[src/rtl/tps_defines.svh]
// Timing and reset constants for the TMS path sequencer.
// Assumes it is included by the package and the sequencer; guarded.
`ifndef TPS_DEFINES_SVH
`define TPS_DEFINES_SVH

// Longest TMS path in TCK cycles, and width of its down-counter
`define TPS_PAT_W 7
`define TPS_LEN_W 3

// TMS level that holds Test-Logic-Reset, and level for other stable states
`define TPS_TMS_HOLD_TLR 1'h1
`define TPS_TMS_HOLD_OTHER 1'h0

// TMS level driven out of reset
`define TPS_TMS_RESET 1'h1

`endif

[src/rtl/tps_pkg.sv]
// Types and path tables for the TMS path sequencer.
// Assumes tps_defines.svh is reachable on the include path.
`include "tps_defines.svh"

package tps_pkg;

  // TAP controller states; the order gives the four-bit status code
  typedef enum logic [3:0] {
    TLR, RTI, SEL_DR, CAP_DR, SHF_DR, EX1_DR, PAU_DR, EX2_DR,
    UPD_DR, SEL_IR, CAP_IR, SHF_IR, EX1_IR, PAU_IR, EX2_IR, UPD_IR
  } tps_tap_t;

  // Sequencer phases
  typedef enum logic [1:0] {PH_IDLE, PH_ARM, PH_RUN} tps_phase_t;

  // One TMS path: bits sent LSB first, len zero means no such path
  typedef struct packed {
    logic [`TPS_PAT_W-1:0] pat;
    logic [`TPS_LEN_W-1:0] len;
  } tps_seq_t;

  // Target TAP controller state after one TCK rising edge
  function automatic tps_tap_t tps_next(input tps_tap_t s, input logic tms);
    tps_tap_t n;
    n = s;
    unique case (s)
      TLR: n = tms ? TLR : RTI;
      RTI: n = tms ? SEL_DR : RTI;
      SEL_DR: n = tms ? SEL_IR : CAP_DR;
      CAP_DR: n = tms ? EX1_DR : SHF_DR;
      SHF_DR: n = tms ? EX1_DR : SHF_DR;
      EX1_DR: n = tms ? UPD_DR : PAU_DR;
      PAU_DR: n = tms ? EX2_DR : PAU_DR;
      EX2_DR: n = tms ? UPD_DR : SHF_DR;
      UPD_DR: n = tms ? SEL_DR : RTI;
      SEL_IR: n = tms ? TLR : CAP_IR;
      CAP_IR: n = tms ? EX1_IR : SHF_IR;
      SHF_IR: n = tms ? EX1_IR : SHF_IR;
      EX1_IR: n = tms ? UPD_IR : PAU_IR;
      PAU_IR: n = tms ? EX2_IR : PAU_IR;
      EX2_IR: n = tms ? UPD_IR : SHF_IR;
      UPD_IR: n = tms ? SEL_DR : RTI;
    endcase
    return n;
  endfunction : tps_next

  // Path table from each supported start state to up to six target states
  function automatic tps_seq_t tps_path(input tps_tap_t s, input tps_tap_t t);
    tps_seq_t q;
    q = '0;
    unique case (s)
      TLR: begin
        unique case (t)
          TLR: q = '{7'h01, 3'h1};
          RTI: q = '{7'h00, 3'h1};
          SHF_DR: q = '{7'h02, 3'h4};
          PAU_DR: q = '{7'h0A, 3'h5};
          SHF_IR: q = '{7'h06, 3'h5};
          PAU_IR: q = '{7'h16, 3'h6};
          default: q = '0;
        endcase
      end
      RTI: begin
        unique case (t)
          TLR: q = '{7'h07, 3'h3};
          RTI: q = '{7'h00, 3'h1};
          SHF_DR: q = '{7'h01, 3'h3};
          PAU_DR: q = '{7'h05, 3'h4};
          SHF_IR: q = '{7'h03, 3'h4};
          PAU_IR: q = '{7'h0B, 3'h5};
          default: q = '0;
        endcase
      end
      PAU_DR: begin
        unique case (t)
          TLR: q = '{7'h1F, 3'h5};
          RTI: q = '{7'h03, 3'h3};
          SHF_DR: q = '{7'h01, 3'h2};
          PAU_DR: q = '{7'h17, 3'h6};
          SHF_IR: q = '{7'h0F, 3'h6};
          PAU_IR: q = '{7'h2F, 3'h7};
          default: q = '0;
        endcase
      end
      PAU_IR: begin
        unique case (t)
          TLR: q = '{7'h1F, 3'h5};
          RTI: q = '{7'h03, 3'h3};
          SHF_DR: q = '{7'h07, 3'h5};
          PAU_DR: q = '{7'h17, 3'h6};
          SHF_IR: q = '{7'h01, 3'h2};
          PAU_IR: q = '{7'h2F, 3'h7};
          default: q = '0;
        endcase
      end
      SHF_DR: begin
        unique case (t)
          TLR: q = '{7'h1F, 3'h5};
          RTI: q = '{7'h03, 3'h3};
          PAU_DR: q = '{7'h01, 3'h2};
          PAU_IR: q = '{7'h2F, 3'h7};
          default: q = '0;
        endcase
      end
      default: q = '0;
    endcase
    return q;
  endfunction : tps_path

endpackage : tps_pkg

[src/rtl/tps_sequencer.sv]
// TMS path sequencer: walks target TAP controllers between states.
// Assumes TCK comes from outside this clock domain and is much slower
// than REF_CLK_IN; GO_IN and TARGET_IN come from logic on REF_CLK_IN.
`timescale 1ns/10ps
`include "tps_defines.svh"

// What this block does
// - From Run-Test/Idle: reset via HHH, Pause-DR via HLHL.
// - From idle: hold L, Shift-DR HLL, Shift-IR HHLL, Pause-IR HHLHL.
// - From Pause-DR: reset via five highs, Run-Test/Idle via HHL.
// - Pause-DR: Shift-DR HL, self HHHLHL, Shift-IR HHHHLL, Pause-IR HHHHLHL.
// - From Pause-IR: reset via five highs, Run-Test/Idle HHL, Shift-IR HL.
// - From Pause-IR: Shift-DR HHHLL, Pause-DR HHHLHL, Pause-IR HHHHLHL.
// - From Shift-DR: Pause-DR HL, idle HHL, reset HHHHH, Pause-IR HHHHLHL.
// - Current tracked TAP state is shown continuously as a four-bit field.
// - Any reset puts the tracked state in Test-Logic-Reset.
module tps_sequencer (
  // Clock and reset
  input wire logic REF_CLK_IN,
  input wire logic RESETN_IN,
  // TCK as seen on the link
  input wire logic TCK_IN,
  // Path request
  input wire logic GO_IN,
  input wire tps_pkg::tps_tap_t TARGET_IN,
  // Link and status
  output logic TMS_OUT,
  output logic [3:0] TAP_STATE_OUT,
  output logic BUSY_OUT,
  output logic DONE_OUT
);

  logic sync1_q, sync1_d;
  logic sync2_q, sync2_d;
  logic sync3_q, sync3_d;
  logic tck_q, tck_d;
  logic rise, fall, accept;
  tps_pkg::tps_phase_t phase_q, phase_d;
  tps_pkg::tps_tap_t tap_q, tap_d, tgt_q, tgt_d, step;
  tps_pkg::tps_seq_t sel;
  logic [`TPS_PAT_W-1:0] pat_q, pat_d;
  logic [`TPS_LEN_W-1:0] cnt_q, cnt_d;
  logic tms_q, tms_d;
  logic busy_q, busy_d;
  logic done_q, done_d;

  // TCK edge finding: a level change counts once stages two and three agree
  always_comb begin
    sync1_d = TCK_IN;
    sync2_d = sync1_q;
    sync3_d = sync2_q;
    tck_d = (sync2_q == sync3_q) ? sync3_q : tck_q;
    rise = tck_d & ~tck_q;
    fall = ~tck_d & tck_q;
  end

  // Path lookup; starts with no table leave len at zero and are refused
  always_comb begin
    sel = tps_pkg::tps_path(tap_q, TARGET_IN);
    accept = (phase_q == tps_pkg::PH_IDLE) && GO_IN && (sel.len != '0);
    step = tps_pkg::tps_next(tap_q, tms_q);
  end

  // Sequencer next state
  always_comb begin
    phase_d = phase_q;
    tap_d = tap_q;
    tgt_d = tgt_q;
    pat_d = pat_q;
    cnt_d = cnt_q;
    tms_d = tms_q;
    busy_d = busy_q;
    done_d = 1'h0;
    unique case (phase_q)
      tps_pkg::PH_IDLE: begin
        if (accept) begin
          pat_d = sel.pat;
          cnt_d = sel.len;
          tgt_d = TARGET_IN;
          busy_d = 1'h1;
          phase_d = tps_pkg::PH_ARM;
        end
      end
      // First bit waits for a falling edge so it cannot race a rise
      tps_pkg::PH_ARM: begin
        if (fall) begin
          tms_d = pat_q[0];
          phase_d = tps_pkg::PH_RUN;
        end
      end
      tps_pkg::PH_RUN: begin
        if (rise) begin
          tap_d = step;
          pat_d = pat_q >> 1;
          cnt_d = cnt_q - 3'h1;
          if (cnt_q == 3'h1) begin
            phase_d = tps_pkg::PH_IDLE;
            busy_d = 1'h0;
            done_d = 1'h1;
            tms_d = (step == tps_pkg::TLR) ? `TPS_TMS_HOLD_TLR
                                           : `TPS_TMS_HOLD_OTHER;
          end else begin
            tms_d = pat_q[1];
          end
        end
      end
    endcase
  end

  // All state registers
  always_ff @(posedge REF_CLK_IN or negedge RESETN_IN) begin
    if (!RESETN_IN) begin
      sync1_q <= 1'h0;
      sync2_q <= 1'h0;
      sync3_q <= 1'h0;
      tck_q <= 1'h0;
      phase_q <= tps_pkg::PH_IDLE;
      tap_q <= tps_pkg::TLR;
      tgt_q <= tps_pkg::TLR;
      pat_q <= '0;
      cnt_q <= '0;
      tms_q <= `TPS_TMS_RESET;
      busy_q <= 1'h0;
      done_q <= 1'h0;
    end else begin
      sync1_q <= sync1_d;
      sync2_q <= sync2_d;
      sync3_q <= sync3_d;
      tck_q <= tck_d;
      phase_q <= phase_d;
      tap_q <= tap_d;
      tgt_q <= tgt_d;
      pat_q <= pat_d;
      cnt_q <= cnt_d;
      tms_q <= tms_d;
      busy_q <= busy_d;
      done_q <= done_d;
    end
  end

  // Outputs straight from flip-flops
  assign TMS_OUT = tms_q;
  assign TAP_STATE_OUT = tap_q;
  assign BUSY_OUT = busy_q;
  assign DONE_OUT = done_q;
endmodule : tps_sequencer

[config.mk]
export PLATFORM = sky130hd
export DESIGN_NAME = tps_sequencer
export DESIGN_NICKNAME = d
export VERILOG_FILES = /design/src/rtl/tps_pkg.sv /design/src/rtl/tps_sequencer.sv
export VERILOG_INCLUDE_DIRS = /design/src /design/src/rtl
export SDC_FILE = /design/constraint.sdc
export NUM_CORES = 1
export LEC_CHECK = 0
export BUFFER_PORTS_ARGS = -buffer_cell sky130_fd_sc_hd__buf_2
export CAP_MARGIN = 20
export CORE_AREA = 2 2 55 69
export DETAILED_ROUTE_END_ITERATION = 10
export DIE_AREA = 0 0 57 71
export PLACE_DENSITY_LB_ADDON = 0.15
export SLEW_MARGIN = 10
export SYNTH_ARGS = -nofsm -noshare
export SYNTH_HDL_FRONTEND = slang
export SYNTH_SLANG_ARGS = --single-unit
[constraint.sdc]
create_clock -name REF_CLK_IN -period 6 [get_ports REF_CLK_IN]
set_input_delay 1.5 -clock REF_CLK_IN [delete_from_list [all_inputs] [get_ports REF_CLK_IN]]
set_output_delay 1.5 -clock REF_CLK_IN [all_outputs]
set_load 0.02 [all_outputs]
* After elaboration in Yosys (flattened, before gate mapping) *
Index checks and enable logic that the tools add are counted.

storage, ports and cells
  register bits after elaboration = 23
  input port bits = 8
  output and inout port bits = 7
  word-level logic and storage cells = 104

cells by class
  $add $sub $neg = 1
  eq/ne operators = 28
  muxes and demuxes = 43
  bitwise operators = 4
  reduce and logical (&&, ||, !) cells = 17

operator list
  kind                number
  $pmux 9 s6          2
  $pmux 10 s5         1
  $pmux 4 s12         1
  $pmux 8 s6          1
  $pmux 7 s6          1
  $eq 4x4->1 const B  10
  $pmux 9 s4          1
  $eq 4x3->1 const B  6
  $mux 4              4
  $mux 1              14
  $mux 2              7
  $mux 7              2
  $pmux 7 s2          1
  $logic_not 4->1     3
  $mux 3              4
  $eq 4x1->1 const B  2
  $eq 4x2->1 const B  2
  $ne 2x2->1 const B  4
  $reduce_and 4->1    2
  $pmux 2 s3          1
  $pmux 3 s2          1
  $reduce_and 3->1    2
  $pmux 1 s2          2
  $reduce_bool 2->1   2
  other kinds (13)    17

* Longest topological paths before layout *
Gate-level depths: netlist of the first run.

  depth in word-level cells = 8
  gate-level depth with buffers = 10
  depth with buffers taken out = 8

* Worst setup path before layout of the first run *
OpenSTA, ideal clock, no wires.

  path type = input-to-reg
  start point = input TARGET_IN[3]
  end point = register pat_q[2]
  library setup time = 125 ps
  arrival time = 3185 ps
  data required time = 5875 ps
  path slack = 2690 ps
  cell stages on the path = 8
  cell sequence = buf_6 > and4b_1 > clkbuf_2 > nor3_1 > o221ai_1 > a2111oi_4 > a31oi_4 > mux2_2

on the way
  longest elaborated chain between the ends = 7
  elaborated cells between the ends (all ways) = 18
  those cells by class = eq/ne (6); mux (8); reduce/logical (4)

RTL lines
  element                             RTL line              RTL
  start, declared                     tps_sequencer.sv:25   input wire tps_pkg::tps_tap_t TARGET_IN,
  $eq 4x4->1 (tied with other cells)  -
  $pmux 9 s6 (tied with other cells)  tps_pkg.sv:86         unique case (t)
  $pmux 10 s5 *                       tps_pkg.sv:51         unique case (s)
  $reduce_bool 3->1                   tps_sequencer.sv:60   accept = (phase_q == tps_pkg::PH_IDLE) && GO_IN && (sel.len != '0);
  $logic_and 1x1->1                   tps_sequencer.sv:60
  $ne 2x2->1 (no source line)         -
  $reduce_and 3->1 (no source line)   -
  end signal, assigned                tps_sequencer.sv:133  pat_q <= pat_d;
  end, declared                       tps_sequencer.sv:41   logic [`TPS_PAT_W-1:0] pat_q, pat_d;

Mark *: on every way between the ends. The rest lies on a longest branch, timed or not. The select of a mux whose other input is x is not followed.
A chain may end at the register's enable or synchronous reset.

* Worst setup path after layout of the first run *
  start point = input TARGET_IN[2]
  end point = register pat_q[2]

The elaborated chain is that of the path after synthesis.

==> impl_results.html, run 1 <==
<table>
<tr><th>Metric</th><th>Value</th></tr>
<tr><th colspan="2">Synth</th></tr>
<tr><td>Count of cell types in the netlist</td><td>60</td></tr>
<tr><td>Syn. warnings</td><td>0</td></tr>
<tr><td>Post-synth EDFFs</td><td>0</td></tr>
<tr><td>Synthesized Nets</td><td>261</td></tr>
<tr><td>Mapped Avg Cell Area</td><td>7.870 um^2</td></tr>
<tr><td>Share of flip-flops with an asynchronous set or reset</td><td>100.0%</td></tr>
<tr><td>Cell area after synthesis</td><td>1952 um^2</td></tr>
<tr><td>Dominant cell type by area after synthesis</td><td>sky130_fd_sc_hd__dfrtp_1</td></tr>
<tr><td>Post-synth top area share</td><td>26.92%</td></tr>
<tr><td>Primary FF master, synth</td><td>sky130_fd_sc_hd__dfrtp_1</td></tr>
<tr><td>Seq/Total Area, Yosys</td><td>28.27%</td></tr>
<tr><td>Number of cells produced by synthesis</td><td>248</td></tr>
<tr><td>Count of state elements after synthesis</td><td>22</td></tr>
<tr><td>Cell types with the largest area share after synthesis</td><td>sky130_fd_sc_hd__dfrtp_1 (27%), sky130_fd_sc_hd__a21oi_1 (6.7%), sky130_fd_sc_hd__nand2_1 (5.6%), sky130_fd_sc_hd__o21ai_0 (4.9%), sky130_fd_sc_hd__nor2_1 (4.0%)</td></tr>
<tr><th colspan="2">Global route</th></tr>
<tr><td>Number of antenna violations at the first check in global routing</td><td>0</td></tr>
<tr><td>Maximum number of pins on one net before global-route repair</td><td>26</td></tr>
<tr><td>Vias in the first global route</td><td>1733</td></tr>
<tr><td>Overall routing resource usage</td><td>26.06%</td></tr>
<tr><td>Overall overflow remaining after global route</td><td>0</td></tr>
<tr><td>Global-route wire length before repair</td><td>8307 um</td></tr>
<tr><th colspan="2">Placed design</th></tr>
<tr><td>Port buffer count</td><td>14</td></tr>
<tr><td>Global placer's final weighted congestion</td><td>0.9427</td></tr>
<tr><td>Half-perimeter wire length after placement</td><td>3501 um</td></tr>
<tr><th colspan="2">Drt</th></tr>
<tr><td>Wire length reported by the detailed router</td><td>4875 um</td></tr>
<tr><td>Detailed router's first-iteration violation count</td><td>80</td></tr>
<tr><td>Remaining antenna violation count after routing</td><td>0</td></tr>
<tr><td>DRC errors left</td><td>0</td></tr>
<tr><td>Average detailed-routed wire length per instance</td><td>16.93 um</td></tr>
<tr><td>Mean number of vias per cell</td><td>6.503</td></tr>
<tr><td>Router iterations before antenna repair</td><td>4</td></tr>
<tr><td>Total via count after detailed routing</td><td>1873</td></tr>
<tr><th colspan="2">Timing</th></tr>
<tr><td>Final Cycle Share</td><td>59.54%</td></tr>
<tr><td>Final count of hold timing violations</td><td>0</td></tr>
<tr><td>Total of endpoints with negative setup slack in the final report</td><td>0</td></tr>
<tr><td>Slew of the pin with the lowest slew margin</td><td>0.8276 ns</td></tr>
<tr><td>Worst clock skew on the final layout</td><td>0.003256 ns</td></tr>
<tr><td>RSZ-0062 raised after global routing</td><td>false</td></tr>
<tr><td>Sum Neg Setup Slack</td><td>0 ns</td></tr>
<tr><td>Maximum clock frequency</td><td>0.2799 GHz</td></tr>
<tr><td>Final critical path time including I/O delays and setup</td><td>3.573 ns</td></tr>
<tr><td>Tightest hold margin</td><td>0.3582 ns</td></tr>
<tr><td>Final count of pins violating max slew</td><td>0</td></tr>
<tr><td>Worst slew margin</td><td>44.83%</td></tr>
<tr><th colspan="2">Clock network</th></tr>
<tr><td>TritonCTS clock tree</td><td>built</td></tr>
<tr><td>Num CTS Buffers</td><td>3</td></tr>
<tr><td>Clk slew on worst S/H paths</td><td>0.08 ns</td></tr>
<tr><td>Quantity of hold-fixing buffers added after cts</td><td>0</td></tr>
<tr><td>Number of clock sinks seen by CTS</td><td>22</td></tr>
<tr><td>Root buffer cell</td><td>sky130_fd_sc_hd__clkbuf_8</td></tr>
<tr><td>Post-CTS setup-driven buffer insertion count</td><td>0</td></tr>
<tr><td>Post-CTS resize count</td><td>0</td></tr>
<tr><td>Max clock buf depth</td><td>2</td></tr>
<tr><td>H-tree depth</td><td>1</td></tr>
<tr><td>Worst-skew pair later-pin latency</td><td>0.26 ns</td></tr>
<tr><th colspan="2">Final layout</th></tr>
<tr><td># diodes</td><td>0</td></tr>
<tr><td>Number of nets in the final layout</td><td>263</td></tr>
<tr><td>Layout cell share with drive strength beyond 1</td><td>12.85%</td></tr>
<tr><td>Area of all sequential standard cells</td><td>551.8 um^2</td></tr>
<tr><td>Area overhead of the layout relative to synthesis</td><td>3.654%</td></tr>
<tr><td>Multi-input gate area in the final layout</td><td>1261 um^2</td></tr>
<tr><td>FILL cells</td><td>345</td></tr>
<tr><th colspan="2">Critical path</th></tr>
<tr><td>Peak fanout along the critical path</td><td>17</td></tr>
<tr><td>Startpoint of the worst register-to-register path</td><td>TAP_STATE_OUT[2]</td></tr>
<tr><td>R2r endpoint</td><td>pat_q[2]</td></tr>
<tr><td>Worst Path Arrival</td><td>3.72 ns</td></tr>
<tr><td>Kind of launch point of the worst setup path</td><td>primary input</td></tr>
<tr><td>Crit Path Class</td><td>in -&gt; reg</td></tr>
<tr><td>Endpoint kind of the worst setup timing path</td><td>flop</td></tr>
<tr><td>R2R setup slack</td><td>3.04 ns</td></tr>
<tr><td>Cell count of the worst reg-to-reg path</td><td>6</td></tr>
<tr><td>Required time at the endpoint of the critical path</td><td>6.15 ns</td></tr>
<tr><th colspan="2">Run status</th></tr>
<tr><td>Run status</td><td>complete, no violations</td></tr>
<tr><th colspan="2">Floorplanning</th></tr>
<tr><td>Initial Util</td><td>57.02%</td></tr>
<tr><td>Width of the die</td><td>57 um</td></tr>
<tr><td>Area of the die</td><td>4047 um^2</td></tr>
<tr><td>I/O pin count</td><td>15</td></tr>
<tr><td>Die H</td><td>71 um</td></tr>
<tr><td>FP Rows</td><td>24</td></tr>
<tr><td>Standard cell core area</td><td>3423 um^2</td></tr>
<tr><th colspan="2">Min path</th></tr>
<tr><td>Endpoint of the worst hold-timing path</td><td>sync2_q</td></tr>
<tr><td>Hold-critical path depth</td><td>0</td></tr>
<tr><td>Origin of the worst min-delay path</td><td>sync1_q</td></tr>
<tr><td>Min-Delay Path Class</td><td>reg -&gt; reg</td></tr>
<tr><th colspan="2">Flow run</th></tr>
<tr><td>Total of max-cap violations</td><td>0</td></tr>
<tr><th colspan="2">Power and ir drop</th></tr>
<tr><td>Fraction of power consumed by combinational cells</td><td>51.0%</td></tr>
<tr><td>Worst-case vdd ir drop</td><td>0.2831 mV</td></tr>
<tr><td>Sw power</td><td>0.3512 mW</td></tr>
<tr><td>Leak</td><td>0.7927 nW</td></tr>
<tr><td>Cell Int Power</td><td>0.3852 mW</td></tr>
<tr><td>Clk network pwr share</td><td>12.7%</td></tr>
<tr><td>Switching part of the total power</td><td>47.69%</td></tr>
<tr><td>PD cells</td><td>364.0 nW/um^2</td></tr>
<tr><td>Seq pwr share</td><td>36.3%</td></tr>
</table>
-- layout by cell type, fill, tap and decap left out, types with 2 or more instances in the layout --
master / n
sky130_fd_sc_hd__a31oi_1: 10
sky130_fd_sc_hd__o22ai_1: 3
sky130_fd_sc_hd__a221oi_1: 2
sky130_fd_sc_hd__nand4_1: 3
sky130_fd_sc_hd__ha_1: 5
sky130_fd_sc_hd__nor2_1: 21
sky130_fd_sc_hd__o221ai_1: 2
sky130_fd_sc_hd__a32oi_1: 2
sky130_fd_sc_hd__mux2i_1: 3
sky130_fd_sc_hd__o31ai_1: 2
sky130_fd_sc_hd__clkbuf_8: 3
sky130_fd_sc_hd__mux2_2: 2
sky130_fd_sc_hd__dfrtp_1: 21
sky130_fd_sc_hd__o2bb2ai_1: 2
sky130_fd_sc_hd__and4b_1: 2
sky130_fd_sc_hd__a21oi_1: 26
sky130_fd_sc_hd__nand3_1: 7
sky130_fd_sc_hd__inv_1: 9
sky130_fd_sc_hd__xor2_1: 2
sky130_fd_sc_hd__and3_1: 2
sky130_fd_sc_hd__o21ai_0: 19
sky130_fd_sc_hd__nand2_1: 29
sky130_fd_sc_hd__or2_2: 2
sky130_fd_sc_hd__nor3_1: 13
sky130_fd_sc_hd__xnor2_1: 2
sky130_fd_sc_hd__o211ai_1: 3
sky130_fd_sc_hd__a2111oi_4: 2
sky130_fd_sc_hd__buf_2: 15
sky130_fd_sc_hd__nor2b_1: 5
sky130_fd_sc_hd__and2_1: 2
sky130_fd_sc_hd__a311oi_1: 2
-- flip-flops by register name, summed over array words and instances, names as in the netlist --
signal	count
sync2_q	1
TAP_STATE_OUT	4
tck_q	1
BUSY_OUT	1
phase_q	2
sync3_q	1
DONE_OUT	1
TMS_OUT	1
sync1_q	1
cnt_q	3
pat_q	6
-- metrics by stage --
stage	cells	util, %	setup WS (ns)	area (um^2)	power [mW]
after detailed placement	283	57.64	2.174	1973	0.6430
after global placement	283	57.64	2.223	1973	0.6382
after global routing	288	59.10	2.226	2023	0.8050
final	288	59.10	2.427	2023	0.7365
after floorplan	248	-	2.690	1952	0.5672
after CTS	287	58.95	2.449	2018	0.7383
-- Yosys cell counts (3+ instances only) --
library cell,n
sky130_fd_sc_hd__a21oi_1,26
sky130_fd_sc_hd__a31oi_1,10
sky130_fd_sc_hd__buf_1,3
sky130_fd_sc_hd__buf_2,5
sky130_fd_sc_hd__clkbuf_1,5
sky130_fd_sc_hd__dfrtp_1,21
sky130_fd_sc_hd__ha_1,5
sky130_fd_sc_hd__inv_1,9
sky130_fd_sc_hd__mux2i_1,3
sky130_fd_sc_hd__nand2_1,29
sky130_fd_sc_hd__nand3_1,7
sky130_fd_sc_hd__nand4_1,3
sky130_fd_sc_hd__nor2_1,21
sky130_fd_sc_hd__nor2b_1,5
sky130_fd_sc_hd__nor3_1,13
sky130_fd_sc_hd__o211ai_1,3
sky130_fd_sc_hd__o21ai_0,19
sky130_fd_sc_hd__o22ai_1,3
-- kinds of logic after synthesis --
logic type / after synthesis / synth area share, %
adder cells (fa/ha/maj): 6 / 3.718
multiplexers: 5 / 2.692
XOR/XNOR: 4 / 1.795
AND/OR/NAND/NOR: 93 / 23.91
AO/OA/AOI/OAI: 89 / 32.50
flip-flops: 22 / 28.27
buffers and inverters: 29 / 7.114
-- layer usage --
layer,global-route usage [%],up-vias,part of all wire [%],wire [um]
met5,0,-,0,0
met3,2.559,13,4.6,225
met1,34.91,863,45,2194
met2,42.66,74,48,2318
met4,11.11,0,2.8,136
li1,-,923,-,-
-- power groups by stage --
| stage | Combinational (mW) | Sequential (mW) | Clock [mW] |
|---|---|---|---|
| floorplan | 0.334 | 0.233 | 0 |
| detailed placement | 0.373 | 0.270 | 0 |
| global route | 0.425 | 0.278 | 0.102 |
| CTS | 0.375 | 0.267 | 0.0962 |
| finish | 0.375 | 0.267 | 0.0938 |
| global placement | 0.369 | 0.269 | 0 |
-- critical path, stage by stage --
cell and delay, ns:
sky130_fd_sc_hd__buf_2 0.24, sky130_fd_sc_hd__nor3b_4 0.49, sky130_fd_sc_hd__o21ai_0 0.16, sky130_fd_sc_hd__a311oi_1 0.36, sky130_fd_sc_hd__a2111oi_2 0.14, sky130_fd_sc_hd__a31oi_4 0.43
sky130_fd_sc_hd__mux2_2 0.39
-- area by class of cell --
cell class | count | area share (%)
Sequential cell | 22 | 27.27
Timing Repair Buffer | 15 | 3.711
Inverter | 11 | 2.041
Tap cell | 39 | 2.412
Multi-Input combinational cell | 197 | 62.34
Clock buffer | 4 | 2.226
-- worst max path at each step --
stage	from	endpoint	slack, ns
floorplan	TARGET_IN[3]	pat_q[2]	2.69
global placement	TARGET_IN[2]	pat_q[4]	2.22
detailed placement	TARGET_IN[2]	pat_q[2]	2.17
CTS	TARGET_IN[2]	pat_q[2]	2.45
global route	TARGET_IN[2]	cnt_q[0]	2.23
finish	TARGET_IN[2]	pat_q[2]	2.43
No activity file was read; power rests on OpenSTA's default activity.
==> run 2: changes to the inputs <==
ABC_AREA = 1   (was default)
CORE_AREA = 2 2 52 66   (was 2 2 55 69)
DIE_AREA = 0 0 54 68   (was 0 0 57 71)
clock period = 3.45 ns   (was 6 ns; I/O delays follow)
==> run 2 against run 1 <==
  * Final area decreased by 5.0%
  * Clock skew increased by 0.0018 ns
  * Flip-flop and latch count unchanged
==> impl_results.html, run 2 <==
<table>
<tr><th>Metric</th><th>Value</th></tr>
<tr><th colspan="2">Synth</th></tr>
<tr><td>Number of cells produced by synthesis</td><td>271 (+9.3%)</td></tr>
<tr><td>Seq/Total Area, Yosys</td><td>31.43% (+3.2 points)</td></tr>
<tr><td>Share of flip-flops with an asynchronous set or reset</td><td>100.0% (unchanged)</td></tr>
<tr><td>Cell with the most instances after synthesis</td><td>sky130_fd_sc_hd__nand2_1</td></tr>
<tr><td>Leading cell types by count after synthesis</td><td>sky130_fd_sc_hd__nand2_1 (84), sky130_fd_sc_hd__inv_1 (37), sky130_fd_sc_hd__nand3_1 (24)</td></tr>
<tr><td>Syn. warnings</td><td>0 (unchanged)</td></tr>
<tr><td>Synthesized Nets</td><td>284 (+8.8%)</td></tr>
<tr><td>Count of cell types in the netlist</td><td>29 (-52%)</td></tr>
<tr><td>Count of state elements after synthesis</td><td>22 (unchanged)</td></tr>
<tr><td>Post-synth EDFFs</td><td>0 (unchanged)</td></tr>
<tr><td>Mapped Avg Cell Area</td><td>6.478 um^2 (-18%)</td></tr>
<tr><td>Primary FF master, synth</td><td>sky130_fd_sc_hd__dfrtp_1</td></tr>
<tr><td>Cell types with the largest area share after synthesis</td><td>sky130_fd_sc_hd__dfrtp_1 (30%), sky130_fd_sc_hd__nand2_1 (18%), sky130_fd_sc_hd__inv_1 (7.9%), sky130_fd_sc_hd__nand3_1 (6.8%), sky130_fd_sc_hd__o21ai_0 (6.6%)</td></tr>
<tr><td>Dominant cell type by area after synthesis</td><td>sky130_fd_sc_hd__dfrtp_1</td></tr>
<tr><td>Cell area after synthesis</td><td>1755 um^2 (-10%)</td></tr>
<tr><td>Post-synth top area share</td><td>29.94% (+3.0 points)</td></tr>
<tr><th colspan="2">Timing</th></tr>
<tr><td>Maximum clock frequency</td><td>0.4533 GHz</td></tr>
<tr><td>Final Cycle Share</td><td>63.94%</td></tr>
<tr><td>Final critical path time including I/O delays and setup</td><td>2.206 ns</td></tr>
<tr><td>PnR worst setup slack</td><td>1.244 ns (-1.183 ns)</td></tr>
<tr><td>Final count of pins violating max slew</td><td>0 (unchanged)</td></tr>
<tr><td>Total of endpoints with negative setup slack in the final report</td><td>0 (unchanged)</td></tr>
<tr><td>Worst slew margin</td><td>68.63% (+24 points)</td></tr>
<tr><td>Sum Neg Setup Slack</td><td>0 ns (unchanged)</td></tr>
<tr><td>Final count of hold timing violations</td><td>0 (unchanged)</td></tr>
<tr><td>RSZ-0062 raised after global routing</td><td>false</td></tr>
<tr><td>Worst clock skew on the final layout</td><td>0.005057 ns (+0.001801 ns)</td></tr>
<tr><td>Slew of the pin with the lowest slew margin</td><td>0.4640 ns (-0.3636 ns)</td></tr>
<tr><th colspan="2">Drt</th></tr>
<tr><td>Average detailed-routed wire length per instance</td><td>12.50 um (-26%)</td></tr>
<tr><td>Detailed router's first-iteration violation count</td><td>96 (+20%)</td></tr>
<tr><td>DRC errors left</td><td>0 (unchanged)</td></tr>
<tr><td>Mean number of vias per cell</td><td>5.619 (-14%)</td></tr>
<tr><td>Wire length reported by the detailed router</td><td>4039 um (-17%)</td></tr>
<tr><td>Remaining antenna violation count after routing</td><td>0 (unchanged)</td></tr>
<tr><td>Total via count after detailed routing</td><td>1815 (-3.1%)</td></tr>
<tr><td>Router iterations before antenna repair</td><td>4 (unchanged)</td></tr>
<tr><th colspan="2">Floorplanning</th></tr>
<tr><td>Initial Util</td><td>56.48% (-0.54 points)</td></tr>
<tr><td>Die H</td><td>68 um (-4.2%)</td></tr>
<tr><td>I/O pin count</td><td>15 (unchanged)</td></tr>
<tr><td>FP Rows</td><td>23 (-4.2%)</td></tr>
<tr><td>Width of the die</td><td>54 um (-5.3%)</td></tr>
<tr><td>Area of the die</td><td>3672 um^2 (-9.3%)</td></tr>
<tr><td>Standard cell core area</td><td>3108 um^2 (-9.2%)</td></tr>
<tr><th colspan="2">Critical path</th></tr>
<tr><td>Cell count of the worst reg-to-reg path</td><td>14 (+8)</td></tr>
<tr><td>Startpoint of the worst register-to-register path</td><td>TAP_STATE_OUT[1]</td></tr>
<tr><td>Crit Path Class</td><td>in -&gt; reg</td></tr>
<tr><td>Ordered cell list for the critical path</td><td>buf_2 &gt; inv_1 &gt; nor2_2 &gt; nand2_4 &gt; nand2_2 &gt; inv_1 &gt; nand2_1 &gt; nand2_1 &gt; o21ai_0 &gt; nor2_2 &gt; nand3_2 &gt; nand2_2 &gt; o21ai_4 &gt; nand2_4 &gt; nand2_1 &gt; nand2_1</td></tr>
<tr><td>Peak fanout along the critical path</td><td>10 (-7)</td></tr>
<tr><td>Cell family with most CP delay</td><td>simple AND/OR/NAND/NOR gates</td></tr>
<tr><td>Number of buffer and inverter instances along the worst setup path</td><td>3 (+2)</td></tr>
<tr><td>Slowest cell on the critical path</td><td>sky130_fd_sc_hd__nor2_2</td></tr>
<tr><td>Required time at the endpoint of the critical path</td><td>3.60 ns (-2.55 ns)</td></tr>
<tr><td>Endpoint kind of the worst setup timing path</td><td>flop</td></tr>
<tr><td>Worst Path Arrival</td><td>2.36 ns (-1.36 ns)</td></tr>
<tr><td>Kind of launch point of the worst setup path</td><td>primary input</td></tr>
<tr><td>R2r endpoint</td><td>cnt_q[2]</td></tr>
<tr><td>Highest cell delay on the worst timing path</td><td>0.14 ns (-0.35 ns)</td></tr>
<tr><td>CP dominant cell by count</td><td>sky130_fd_sc_hd__nand2_1</td></tr>
<tr><td>R2R setup slack</td><td>1.40 ns (-1.64 ns)</td></tr>
<tr><th colspan="2">Global route</th></tr>
<tr><td>Maximum number of pins on one net before global-route repair</td><td>23 (-12%)</td></tr>
<tr><td>Vias in the first global route</td><td>1575 (-9.1%)</td></tr>
<tr><td>Overall overflow remaining after global route</td><td>0 (unchanged)</td></tr>
<tr><td>Overall routing resource usage</td><td>24.06% (-2.0 points)</td></tr>
<tr><td>Number of antenna violations at the first check in global routing</td><td>0 (unchanged)</td></tr>
<tr><td>Global-route wire length before repair</td><td>6624 um (-20%)</td></tr>
<tr><th colspan="2">Clock network</th></tr>
<tr><td>TritonCTS clock tree</td><td>built</td></tr>
<tr><td>Post-CTS setup-driven buffer insertion count</td><td>0 (unchanged)</td></tr>
<tr><td>H-tree depth</td><td>1 (unchanged)</td></tr>
<tr><td>Post-CTS resize count</td><td>0 (unchanged)</td></tr>
<tr><td>Worst-skew pair later-pin latency</td><td>0.26 ns (about the same)</td></tr>
<tr><td>Num CTS Buffers</td><td>3 (unchanged)</td></tr>
<tr><td>Root buffer cell</td><td>sky130_fd_sc_hd__clkbuf_8</td></tr>
<tr><td>Number of clock sinks seen by CTS</td><td>22 (unchanged)</td></tr>
<tr><td>Quantity of hold-fixing buffers added after cts</td><td>0 (unchanged)</td></tr>
<tr><td>Clk slew on worst S/H paths</td><td>0.08 ns (about the same)</td></tr>
<tr><td>Max clock buf depth</td><td>2 (unchanged)</td></tr>
<tr><th colspan="2">Final layout</th></tr>
<tr><td>Layout cell share with drive strength beyond 1</td><td>14.34% (+1.5 points)</td></tr>
<tr><td>Leading cell types in the layout, fill and taps excluded</td><td>sky130_fd_sc_hd__nand2_1 (84), sky130_fd_sc_hd__inv_1 (37), sky130_fd_sc_hd__nand3_1 (24)</td></tr>
<tr><td>Number of nets in the final layout</td><td>300 (+14%)</td></tr>
<tr><td>Flip-flop count of the largest register after layout</td><td>6 (unchanged)</td></tr>
<tr><td>Area overhead of the layout relative to synthesis</td><td>9.479%</td></tr>
<tr><td># diodes</td><td>0 (unchanged)</td></tr>
<tr><td>Register with the most flip-flops</td><td>pat_q</td></tr>
<tr><td>FILL cells</td><td>295 (-14%)</td></tr>
<tr><td>Most common cell after layout, fill and taps aside</td><td>sky130_fd_sc_hd__nand2_1</td></tr>
<tr><td>Final core utilization</td><td>61.84% (+2.7 points)</td></tr>
<tr><th colspan="2">Power and ir drop</th></tr>
<tr><td>Worst-case vdd ir drop</td><td>0.4705 mV (+66%)</td></tr>
<tr><td>Leak</td><td>1.096 nW (+38%)</td></tr>
<tr><td>PD cells</td><td>714.8 nW/um^2 (+96%)</td></tr>
<tr><th colspan="2">Placed design</th></tr>
<tr><td>Port buffer count</td><td>14 (unchanged)</td></tr>
<tr><td>Global placer's final weighted congestion</td><td>0.9072 (-3.8%)</td></tr>
<tr><td>Half-perimeter wire length after placement</td><td>3115 um (-11%)</td></tr>
<tr><td>Pre-CTS setup slack</td><td>0.9964 ns (-1.178 ns)</td></tr>
<tr><th colspan="2">Min path</th></tr>
<tr><td>Origin of the worst min-delay path</td><td>sync1_q</td></tr>
<tr><td>Endpoint of the worst hold-timing path</td><td>sync2_q</td></tr>
<tr><td>Min-Delay Path Class</td><td>reg -&gt; reg</td></tr>
<tr><td>Hold-critical path depth</td><td>0 (unchanged)</td></tr>
<tr><th colspan="2">Flow run</th></tr>
<tr><td>Total of max-cap violations</td><td>0 (unchanged)</td></tr>
<tr><th colspan="2">Run status</th></tr>
<tr><td>Run status</td><td>complete, no violations</td></tr>
</table>
[run 2: cell types whose count changed in the layout (fill, tap and decap cells not counted), sizes merged, moves of 3 or more]
cell / delta
nand3: +18
nand2: +64
nor2: +8
nor2b: -5
or2: -3
a21oi: -15
nor3: -12
inv: +31
o21ai: +4
nand4: +3
a2111oi: -4
a31oi: -11
mux2i: -3
[run 2: cell type report]
cell class / instances / area, um^2 / area share (%)
tap: 37 / 46.29 / 2.409
timing repair buffer: 14 / 70.07 / 3.646
sequential: 22 / 551.8 / 28.71
multi-input combinational: 205 / 1028 / 53.52
inverter: 41 / 153.9 / 8.008
clock buffer: 3 / 41.29 / 2.148
clock inverter: 1 / 30.03 / 1.563
[run 2: per-stage QoR]
stage	hold WS [ns]	total power, mW	instance area [um^2]	cells
3_3_place_gp	0.3482	1.117	1851	319
3_5_place_dp	0.3434	1.126	1851	319
5_1_grt	0.3683	1.492	1922	323
2_1_floorplan	0.3312	0.9612	1755	271
6_report	0.3607	1.374	1922	323
4_1_cts	0.3651	1.376	1922	323
[run 2: worst max-delay path by stage]
stage,startpoint,to,cells past startpoint
after floorplan,TARGET_IN[0],cnt_q[0],15
after global placement,TARGET_IN[0],pat_q[1],16
after detailed placement,TARGET_IN[0],cnt_q[2],16
after CTS,TARGET_IN[0],cnt_q[2],16
after global routing,TARGET_IN[0],cnt_q[2],16
final,TARGET_IN[0],cnt_q[2],16
[run 2: logic make-up after synthesis]
group | count (synthesis) | share of synthesized area, %
AND/OR/NAND/NOR | 155 | 40.13
buffers and inverters | 44 | 9.978
flip-flops | 22 | 31.43
AO/OA/AOI/OAI | 45 | 14.90
adder cells (fa/ha/maj) | 5 | 3.564
[run 2: where the power goes]
part	switching, mW	total [mW]	leakage (nW)	internal (mW)
clock network	0.0802	0.235	0.0357	0.155
registers	0.0802	0.419	0.285	0.339
logic	0.493	0.719	0.775	0.226
total	0.654	1.37	1.10	0.720
[run 2: layer usage]
| layer | global-route usage (%) | up-vias | wire length, um |
|---|---|---|---|
| li1 | - | 902 | - |
| met1 | 29.43 | 828 | 1677 |
| met2 | 43.75 | 74 | 2063 |
| met3 | 2.620 | 11 | 219 |
| met4 | 6.875 | 0 | 78 |
| met5 | 0 | - | 0 |
[run 2: worst register-to-register path: stages, from the launching register on]
cell,delay [ns]
sky130_fd_sc_hd__dfrtp_1,0.50
sky130_fd_sc_hd__nor2_1,0.21
sky130_fd_sc_hd__inv_1,0.08
sky130_fd_sc_hd__nor2_2,0.26
sky130_fd_sc_hd__nand2_2,0.10
sky130_fd_sc_hd__nand2_1,0.07
sky130_fd_sc_hd__inv_1,0.05
sky130_fd_sc_hd__nand2_2,0.07
sky130_fd_sc_hd__nor2_2,0.04
sky130_fd_sc_hd__nand3_2,0.09
sky130_fd_sc_hd__nand2_2,0.07
sky130_fd_sc_hd__o21ai_4,0.13
sky130_fd_sc_hd__nand2_4,0.13
sky130_fd_sc_hd__nand2_1,0.10
sky130_fd_sc_hd__nand2_1,0.05
